`src/shared/iag_map.vh`:
```
// Purpose: constants for the indexed/indirect operand address generator
// Assumes: 8-bit core, 16-bit byte address space, one-cycle memory read
// Notes:   mode codes are this block's own encoding on the mode input
//
// Contract
// RULE_01: Indexed address is index plus offset, unsigned.
// RULE_02: No-offset indexed: no extra byte, index alone.
// RULE_03: Short indexed: one offset byte, sum to 1FE.
// RULE_04: Long indexed: two offset bytes, full 64K.
// RULE_05: Indirect: pointer address byte, fetch pointer, use.
// RULE_06: Short indirect: one-byte pointer, range 00-FF.
// RULE_07: Long indirect forms fetch two-byte pointer word.
// RULE_08: Indirect indexed: pointer value plus index, unsigned.
// RULE_09: Short indirect indexed: byte pointer plus index.
// RULE_10: Load, compare, logic, arithmetic accept these modes.
// RULE_11: Long sums are truncated to sixteen bits.
`ifndef IAG_MAP_VH
`define IAG_MAP_VH

// ============================================================
// Addressing mode codes
`define IAG_MODE_IDX0      3'h0
`define IAG_MODE_IDX_SHORT 3'h1
`define IAG_MODE_IDX_LONG  3'h2
`define IAG_MODE_IND_SHORT 3'h3
`define IAG_MODE_IND_LONG  3'h4
`define IAG_MODE_IIX_SHORT 3'h5
`define IAG_MODE_IIX_LONG  3'h6

// ============================================================
// Operation codes accepted with these modes
`define IAG_OP_LOAD        4'h0
`define IAG_OP_COMPARE     4'h1
`define IAG_OP_BIT_COMPARE 4'h2
`define IAG_OP_AND         4'h3
`define IAG_OP_OR          4'h4
`define IAG_OP_XOR         4'h5
`define IAG_OP_ADD         4'h6
`define IAG_OP_ADC         4'h7
`define IAG_OP_SUB         4'h8
`define IAG_OP_SBC         4'h9

// ============================================================
// Widths
`define IAG_AW 16
`define IAG_DW 8

`endif

```
`src/iag_addr_gen.v`:
```
// Purpose: operand address generation for indexed and indirect modes
// Assumes: memory returns rd_data combinationally while rd_en_r is high,
//          so each byte is taken at the edge that ends its read cycle
// Notes:   opcode is consumed by the decoder; pc points past it at start
//          pointer addresses live in page zero; the low byte of a word
//          pointer may sit at 0100, the pointer address is not wrapped
//          short sums keep their ninth bit, long sums wrap at 16 bits
`timescale 1ns/1ps
`include "iag_map.vh"

module iag_addr_gen (
    // Clock and reset
    input  wire        ref_clk,
    input  wire        reset_n,
    // Request from decoder
    input  wire        start,
    input  wire [2:0]  mode,
    input  wire [3:0]  op,
    input  wire        use_y,
    input  wire [7:0]  x_reg,
    input  wire [7:0]  y_reg,
    input  wire [15:0] pc,
    // Memory read port
    output reg         rd_en_r,
    output reg  [15:0] rd_addr_r,
    input  wire [7:0]  rd_data,
    // Result
    output reg         busy_r,
    output reg         done_r,
    output reg         illegal_r,
    output reg  [15:0] ea_r,
    output reg  [1:0]  ext_bytes_r
);

    // ========================================================
    // States
    localparam ST_IDLE = 3'h0;
    localparam ST_OPH  = 3'h1;  // first byte after opcode
    localparam ST_OPL  = 3'h2;  // second byte of long offset
    localparam ST_PTH  = 3'h3;  // pointer byte / high byte
    localparam ST_PTL  = 3'h4;  // pointer low byte
    localparam ST_CALC = 3'h5;

    reg [2:0]  state_r;
    reg [2:0]  mode_r;
    reg [7:0]  idx_r;
    reg [15:0] pc_r;
    reg [7:0]  paddr_r;
    reg        pclr;
    reg        ld_hi;
    reg        ld_lo;
    wire [15:0] word;

    // Operation check: only the ten listed ops take these modes
    function op_ok;
        input [3:0] o;
        begin
            op_ok = (o <= `IAG_OP_SBC);                   // [RULE_10]
        end
    endfunction

    // Index register picked by the decoder's select bit
    function [7:0] sel_idx;
        input       sel;
        input [7:0] xv;
        input [7:0] yv;
        begin
            sel_idx = sel ? yv : xv;
        end
    endfunction

    // Mode is long (word offset or word pointer)
    function is_long;
        input [2:0] m;
        begin
            is_long = (m == `IAG_MODE_IDX_LONG) ||
                      (m == `IAG_MODE_IND_LONG) ||
                      (m == `IAG_MODE_IIX_LONG);
        end
    endfunction

    // Holding word for offset or pointer bytes
    iag_ptr_reg u_word (
        .ref_clk (ref_clk),
        .reset_n (reset_n),
        .clr     (pclr),
        .ld_hi   (ld_hi),
        .ld_lo   (ld_lo),
        .din     (rd_data),
        .word_r  (word)
    );

    // ========================================================
    // Byte strobes into the holding word; they follow the state so that
    // the byte on rd_data is captured at the edge the sequencer moves on.
    // Short forms fill only the low byte, the high byte stays zero.
    always @* begin
        pclr  = 1'b0;
        ld_hi = 1'b0;
        ld_lo = 1'b0;
        case (state_r)
            ST_IDLE: pclr = start;
            ST_OPH: begin
                if (mode_r == `IAG_MODE_IDX_LONG) begin
                    ld_hi = 1'b1;                         // [RULE_04]
                end else if (mode_r == `IAG_MODE_IDX_SHORT) begin
                    ld_lo = 1'b1;                         // [RULE_03]
                end
            end
            ST_OPL: ld_lo = 1'b1;
            ST_PTH: begin
                if (is_long(mode_r)) begin
                    ld_hi = 1'b1;                         // [RULE_07]
                end else begin
                    ld_lo = 1'b1;                         // [RULE_06]
                end
            end
            ST_PTL: ld_lo = 1'b1;
            default: ;
        endcase
    end

    // ========================================================
    // Sequencer; each fetch issues a registered read and takes the byte
    // at the next edge, so a fetch costs one cycle and no wait state.
    // Start is only looked at in idle, which is how busy refuses it.
    always @(posedge ref_clk or negedge reset_n) begin
        if (!reset_n) begin
            state_r     <= ST_IDLE;
            mode_r      <= 3'h0;
            idx_r       <= 8'h00;
            pc_r        <= 16'h0000;
            paddr_r     <= 8'h00;
            rd_en_r     <= 1'b0;
            rd_addr_r   <= 16'h0000;
            busy_r      <= 1'b0;
            done_r      <= 1'b0;
            illegal_r   <= 1'b0;
            ea_r        <= 16'h0000;
            ext_bytes_r <= 2'h0;
        end else begin
            done_r    <= 1'b0;
            illegal_r <= 1'b0;
            rd_en_r   <= 1'b0;
            case (state_r)
                ST_IDLE: begin
                    if (start) begin
                        if (!op_ok(op) || mode > `IAG_MODE_IIX_LONG) begin
                            // Refused: no read, no state change
                            illegal_r <= 1'b1;
                        end else begin
                            mode_r <= mode;
                            idx_r  <= sel_idx(use_y, x_reg, y_reg);
                            pc_r   <= pc;
                            busy_r <= 1'b1;
                            if (mode == `IAG_MODE_IDX0) begin
                                // No byte fetched; index alone
                                ea_r        <= {8'h00,
                                                sel_idx(use_y, x_reg, y_reg)};
                                ext_bytes_r <= 2'h0;     // [RULE_02]
                                state_r     <= ST_CALC;
                            end else begin
                                rd_en_r     <= 1'b1;
                                rd_addr_r   <= pc;
                                ext_bytes_r <= (mode == `IAG_MODE_IDX_LONG)
                                               ? 2'h2 : 2'h1;
                                state_r     <= ST_OPH;
                            end
                        end
                    end
                end
                ST_OPH: begin
                    if (mode_r == `IAG_MODE_IDX_LONG) begin
                        rd_en_r   <= 1'b1;
                        rd_addr_r <= pc_r + 16'h0001;
                        state_r   <= ST_OPL;
                    end else if (mode_r == `IAG_MODE_IDX_SHORT) begin
                        state_r <= ST_CALC;
                    end else begin
                        // Byte after opcode is the pointer address
                        paddr_r   <= rd_data;                 // [RULE_05]
                        rd_en_r   <= 1'b1;
                        rd_addr_r <= {8'h00, rd_data};
                        state_r   <= ST_PTH;
                    end
                end
                ST_OPL: state_r <= ST_CALC;
                ST_PTH: begin
                    if (is_long(mode_r)) begin
                        // Pointer word high byte first, low at next address
                        rd_en_r   <= 1'b1;
                        rd_addr_r <= {8'h00, paddr_r} + 16'h0001;
                        state_r   <= ST_PTL;
                    end else begin
                        state_r <= ST_CALC;
                    end
                end
                ST_PTL: state_r <= ST_CALC;
                ST_CALC: begin
                    // Sum from the held word; a cycle of its own keeps
                    // the adder off the memory read path
                    case (mode_r)
                        `IAG_MODE_IDX0: ;
                        `IAG_MODE_IDX_SHORT, `IAG_MODE_IIX_SHORT:
                            // 8+8 bit sum, at most 1fe
                            ea_r <= {8'h00, word[7:0]} +
                                    {8'h00, idx_r};   // [RULE_03] [RULE_09]
                        `IAG_MODE_IDX_LONG, `IAG_MODE_IIX_LONG:
                            // Carry out of bit 15 dropped on purpose
                            ea_r <= word + {8'h00, idx_r}; // [RULE_11]
                        default:
                            ea_r <= word;             // [RULE_06] [RULE_07]
                    endcase
                    done_r  <= 1'b1;                  // [RULE_01] [RULE_08]
                    busy_r  <= 1'b0;
                    state_r <= ST_IDLE;
                end
                default: state_r <= ST_IDLE;
            endcase
        end
    end

endmodule

```
`src/iag_ptr_reg.v`:
```
// Purpose: two-byte holding register for offset or pointer bytes
// Assumes: bytes arrive high first, one load strobe each
// Notes:   read value comes from flip-flops
`timescale 1ns/1ps

module iag_ptr_reg (
    // Clock and reset
    input  wire        ref_clk,
    input  wire        reset_n,
    // Control
    input  wire        clr,
    input  wire        ld_hi,
    input  wire        ld_lo,
    input  wire [7:0]  din,
    // Held word
    output reg  [15:0] word_r
);

    // ========================================================
    // Byte capture; clear wins so a fresh instruction starts at zero
    always @(posedge ref_clk or negedge reset_n) begin
        if (!reset_n) begin
            word_r <= 16'h0000;
        end else if (clr) begin
            word_r <= 16'h0000;
        end else begin
            if (ld_hi) begin
                word_r[15:8] <= din;
            end
            if (ld_lo) begin
                word_r[7:0] <= din;
            end
        end
    end

endmodule

```
`config.mk`:
```
export PLATFORM = sky130hd
export DESIGN_NAME = iag_addr_gen
export DESIGN_NICKNAME = d
export VERILOG_FILES = /design/src/iag_addr_gen.v /design/src/iag_ptr_reg.v
export VERILOG_INCLUDE_DIRS = /design/src /design/src/shared
export SDC_FILE = /design/constraint.sdc
export NUM_CORES = 1
export LEC_CHECK = 0
export ABC_CLOCK_PERIOD_IN_PS = 3900
export BUFFER_PORTS_ARGS = -buffer_cell sky130_fd_sc_hd__buf_2
export CAP_MARGIN = 15
export CORE_UTILIZATION = 45
export DETAILED_ROUTE_END_ITERATION = 8
export PLACE_DENSITY = 0.75
export REMOVE_ABC_BUFFERS = 1
export SYNTH_ARGS = -nofsm -noshare
export SYNTH_HDL_FRONTEND = slang
export SYNTH_HIERARCHICAL = 1
export SYNTH_SLANG_ARGS = --single-unit
```
`constraint.sdc`:
```
create_clock -name ref_clk -period 3.9 [get_ports ref_clk]
set_clock_uncertainty 0.1 [all_clocks]
set_input_delay 0.39 -clock ref_clk [delete_from_list [all_inputs] [get_ports ref_clk]]
set_output_delay 0.39 -clock ref_clk [all_outputs]
set_load 0.03 [all_outputs]
```
==> flow_summary.ini <==
[sta]
setup_viol = 0
grt_setup_unrepaired = no
maxSlewViolCount = 0
fmax_mhz = 372
tns_ns = 0
min_period_over_period_pct = 68.8
worstMarginPinSlew_ns = 0.876
relSlewSlack_pct = 41.6
finalHoldViolCount = 0
fin_crit_ns = 2.69

[clock_tree]
clk-insertion-delay-late_ns = 0.34
cts_buffer_depth = 2
cts_root_buffer = clkbuf_16
clock_sinks = 92
path_clk_slew_ns = 0.06
numCtsBuffers = 9
h-tree-depth = 3
postCtsSetupRepairBufs = 0
cts_resized = 0
cts_tree = built
hold_buffers = 0

[worst_setup_path]
worst-path-buf-inv = 1
cp-start-kind = flop
critPathKind = flop to flop
cp_slowest_cell = dfrtp_1
crit_top_cell = nand3_1
crit_chain = nand2_1 > nand3_1 > o21a_1 > inv_2 > nand3_1 > o211ai_1
crit_path_max_incr_delay_ns = 0.79
worstPathRequired_ns = 4.00
cp_max_fo = 23
worstPathArrival_ns = 2.79
end_kind = flop
critical-path-top-delay-family = flip-flops

[yosys]
async_flop_share_pct = 100
syn_area_um2 = 5210
netlist_instances = 523
synth_warnings = 6
synth_area_leaders = dfrtp_1 44%, mux2_2 5.0%, mux2i_1 4.6%, nand2_1 3.9%, nor2_1 3.3%
yosys.area.top_type_share_pct = 44.2
synth_edf_count = 0
seq_area_frac_synth_pct = 44.2
synth_top_flop_cell = dfrtp_1
synth.largest_area_cell = dfrtp_1
synth_area_per_cell_um2 = 9.97
synth_cell_types = 69
ys_seq_elements = 92

[power_and_ir_drop]
p_per_area_nw_per_um2 = 927
p_int_mw = 3.14
p_comb_share_pct = 48.7
swShare_pct = 43.7
p_leak_nw = 2.74
clkPwrFrac_pct = 18.3
ir_drop_mv = 0.333
seqPwrFrac_pct = 33.0
p_sw_mw = 2.44
power_mw = 5.58

[cells_and_area]
num-nets-final = 657
area_growth_pct = 15.6
final_area_um2 = 6020
antenna_cells = 0
finalNonFillerCells = 740
drive_above_1_share_pct = 24.2
fillers = 991
utilization_pct = 54.4

[floorplan]
ios = 89
die_x_um = 110
initial_core_util_pct = 47.1
die_h_um = 110
die_area_um2 = 12000
rows = 38
coreArea_um2 = 11100

[place]
place_congestion = 0.831
dp.cells = 724
place_area_um2 = 5670
place_hpwl_um = 8730
port_buffers = 87

[global_routing]
grt_pass1_wl_um = 20400
grt_overflow_total = 0
grt_usage_pct = 22.2
grt_max_degree = 71
antenna_found_initial = 0
grt_pass1_vias = 4162

[job]
max-cap-violations = 0

[routing]
wl_per_cell_um = 16.6
drtAntennaViolNets = 0
dr.first_iter.drc_count = 211
first_pass_iters = 5
drc = 0
vias = 4250
wl_um = 12300
via_per_inst = 5.74

[min_path]
hp-class = primary input to async pin

[run_status]
status = finished, final reports clean
area by class of cell:
class | count | area, µm² | area share [%]
timing repair buffer | 92 | 475 | 7.89
sequential | 92 | 2300 | 38.2
multi-input combinational | 388 | 2670 | 44.4
clock inverter | 4 | 95.1 | 1.58
inverter | 12 | 46.3 | 0.769
clock buffer | 12 | 256 | 4.26
tap | 140 | 175 | 2.91
power by group through the flow:
stage | Clock (mW) | Combinational [mW] | Sequential (mW)
2_1_floorplan | 0 | 1.70 | 2.09
3_3_place_gp | 0 | 2.62 | 1.82
3_5_place_dp | 0 | 2.70 | 1.85
4_1_cts | 1.04 | 2.72 | 1.83
5_1_grt | 1.08 | 3.01 | 1.90
6_report | 1.02 | 2.72 | 1.84
path summary, 6_finish.rpt:
| path | slack (ns) | to | startpoint | cells past startpoint |
|---|---|---|---|---|
| worst min register to register | 0.37 | busy_r | busy_r | 2 |
| worst max register to register | 1.21 | rd_addr_r[4] | mode_r[0] | 6 |
| worst min-delay path | 0.08 | busy_r | reset_n | 1 |
| worst max-delay path | 1.21 | rd_addr_r[4] | mode_r[0] | 6 |
| max in group asynchronous | 2.78 | paddr_r[2] | reset_n | 2 |
| min in group ref_clk | 0.18 | pc_r[6] | pc[6] | 2 |
flip-flops by register name, indices dropped and copies added, names as in the netlist, 2 cells and up:
register       flops
state_r            3
pc_r              16
paddr_r            8
idx_r              8
ea_r              16
u_word/word_r     16
ext_bytes_r        2
mode_r             3
rd_addr_r         16
worst reg2reg max path: stages (launching register included):
cell,delay [ns]
dfrtp_1,0.79
nand2_1,0.26
nand3_1,0.21
o21a_1,0.65
inv_2,0.27
nand3_1,0.16
o211ai_1,0.11
layout by cell type, fill, tap and decap left out, types with 3 or more instances in the layout:
master and count:
nor2_1 46, a22oi_1 6, mux2i_1 24, and3_1 5, a21oi_1 17, buf_4 6
inv_1 10, xnor2_1 15, nand2_1 54, a2bb2oi_1 4, mux2_1 10, bufinv_16 3
clkbuf_16 9, ha_1 10, a22o_1 4, nand3_1 24, buf_2 86, xor2_1 14
mux2_2 23, o21a_1 5, a221oi_1 6, a31oi_1 4, o21ai_1 16, o21ai_0 22
nand4_1 4, dfrtp_1 92, nor2b_1 7, o211ai_1 11, a211oi_1 5, nor3_1 9
cells in the mapped netlist (9+ instances only):
cell type / instances
dfrtp_1: 92
mux2_2: 23
nand3_1: 24
o21ai_0: 22
inv_1: 10
a21oi_1: 17
nor3_1: 9
clkbuf_1: 11
nand2_1: 54
ha_1: 10
xnor2_1: 15
mux2_1: 10
mux2i_1: 24
nor2_1: 46
o211ai_1: 11
o21ai_1: 16
xor2_1: 14
logic make-up after synthesis:
group	synth area share, %
AND/OR/NAND/NOR	15.8
AO/OA/AOI/OAI	16.1
flip-flops	44.2
multiplexers	11.7
buffers and inverters	4.56
XOR/XNOR	4.87
adder cells (fa/ha/maj)	2.78
metrics by stage:
step	hold slack (ns)	setup WS, ns
after global placement	0.358	1.27
after global routing	0.168	0.994
final	0.0829	1.21
after CTS	0.111	1.20
after floorplan	-0.00559	0.886
after detailed placement	0.359	1.22
metal layers:
layer,routed length (µm),part of all wire (%),GRT usage [%]
met2,5830,47,34.7
met5,0,0,0
met4,212,1.7,8.48
met1,5690,46,31.1
met3,575,4.7,3.38
(Power assumes the default switching activity.)
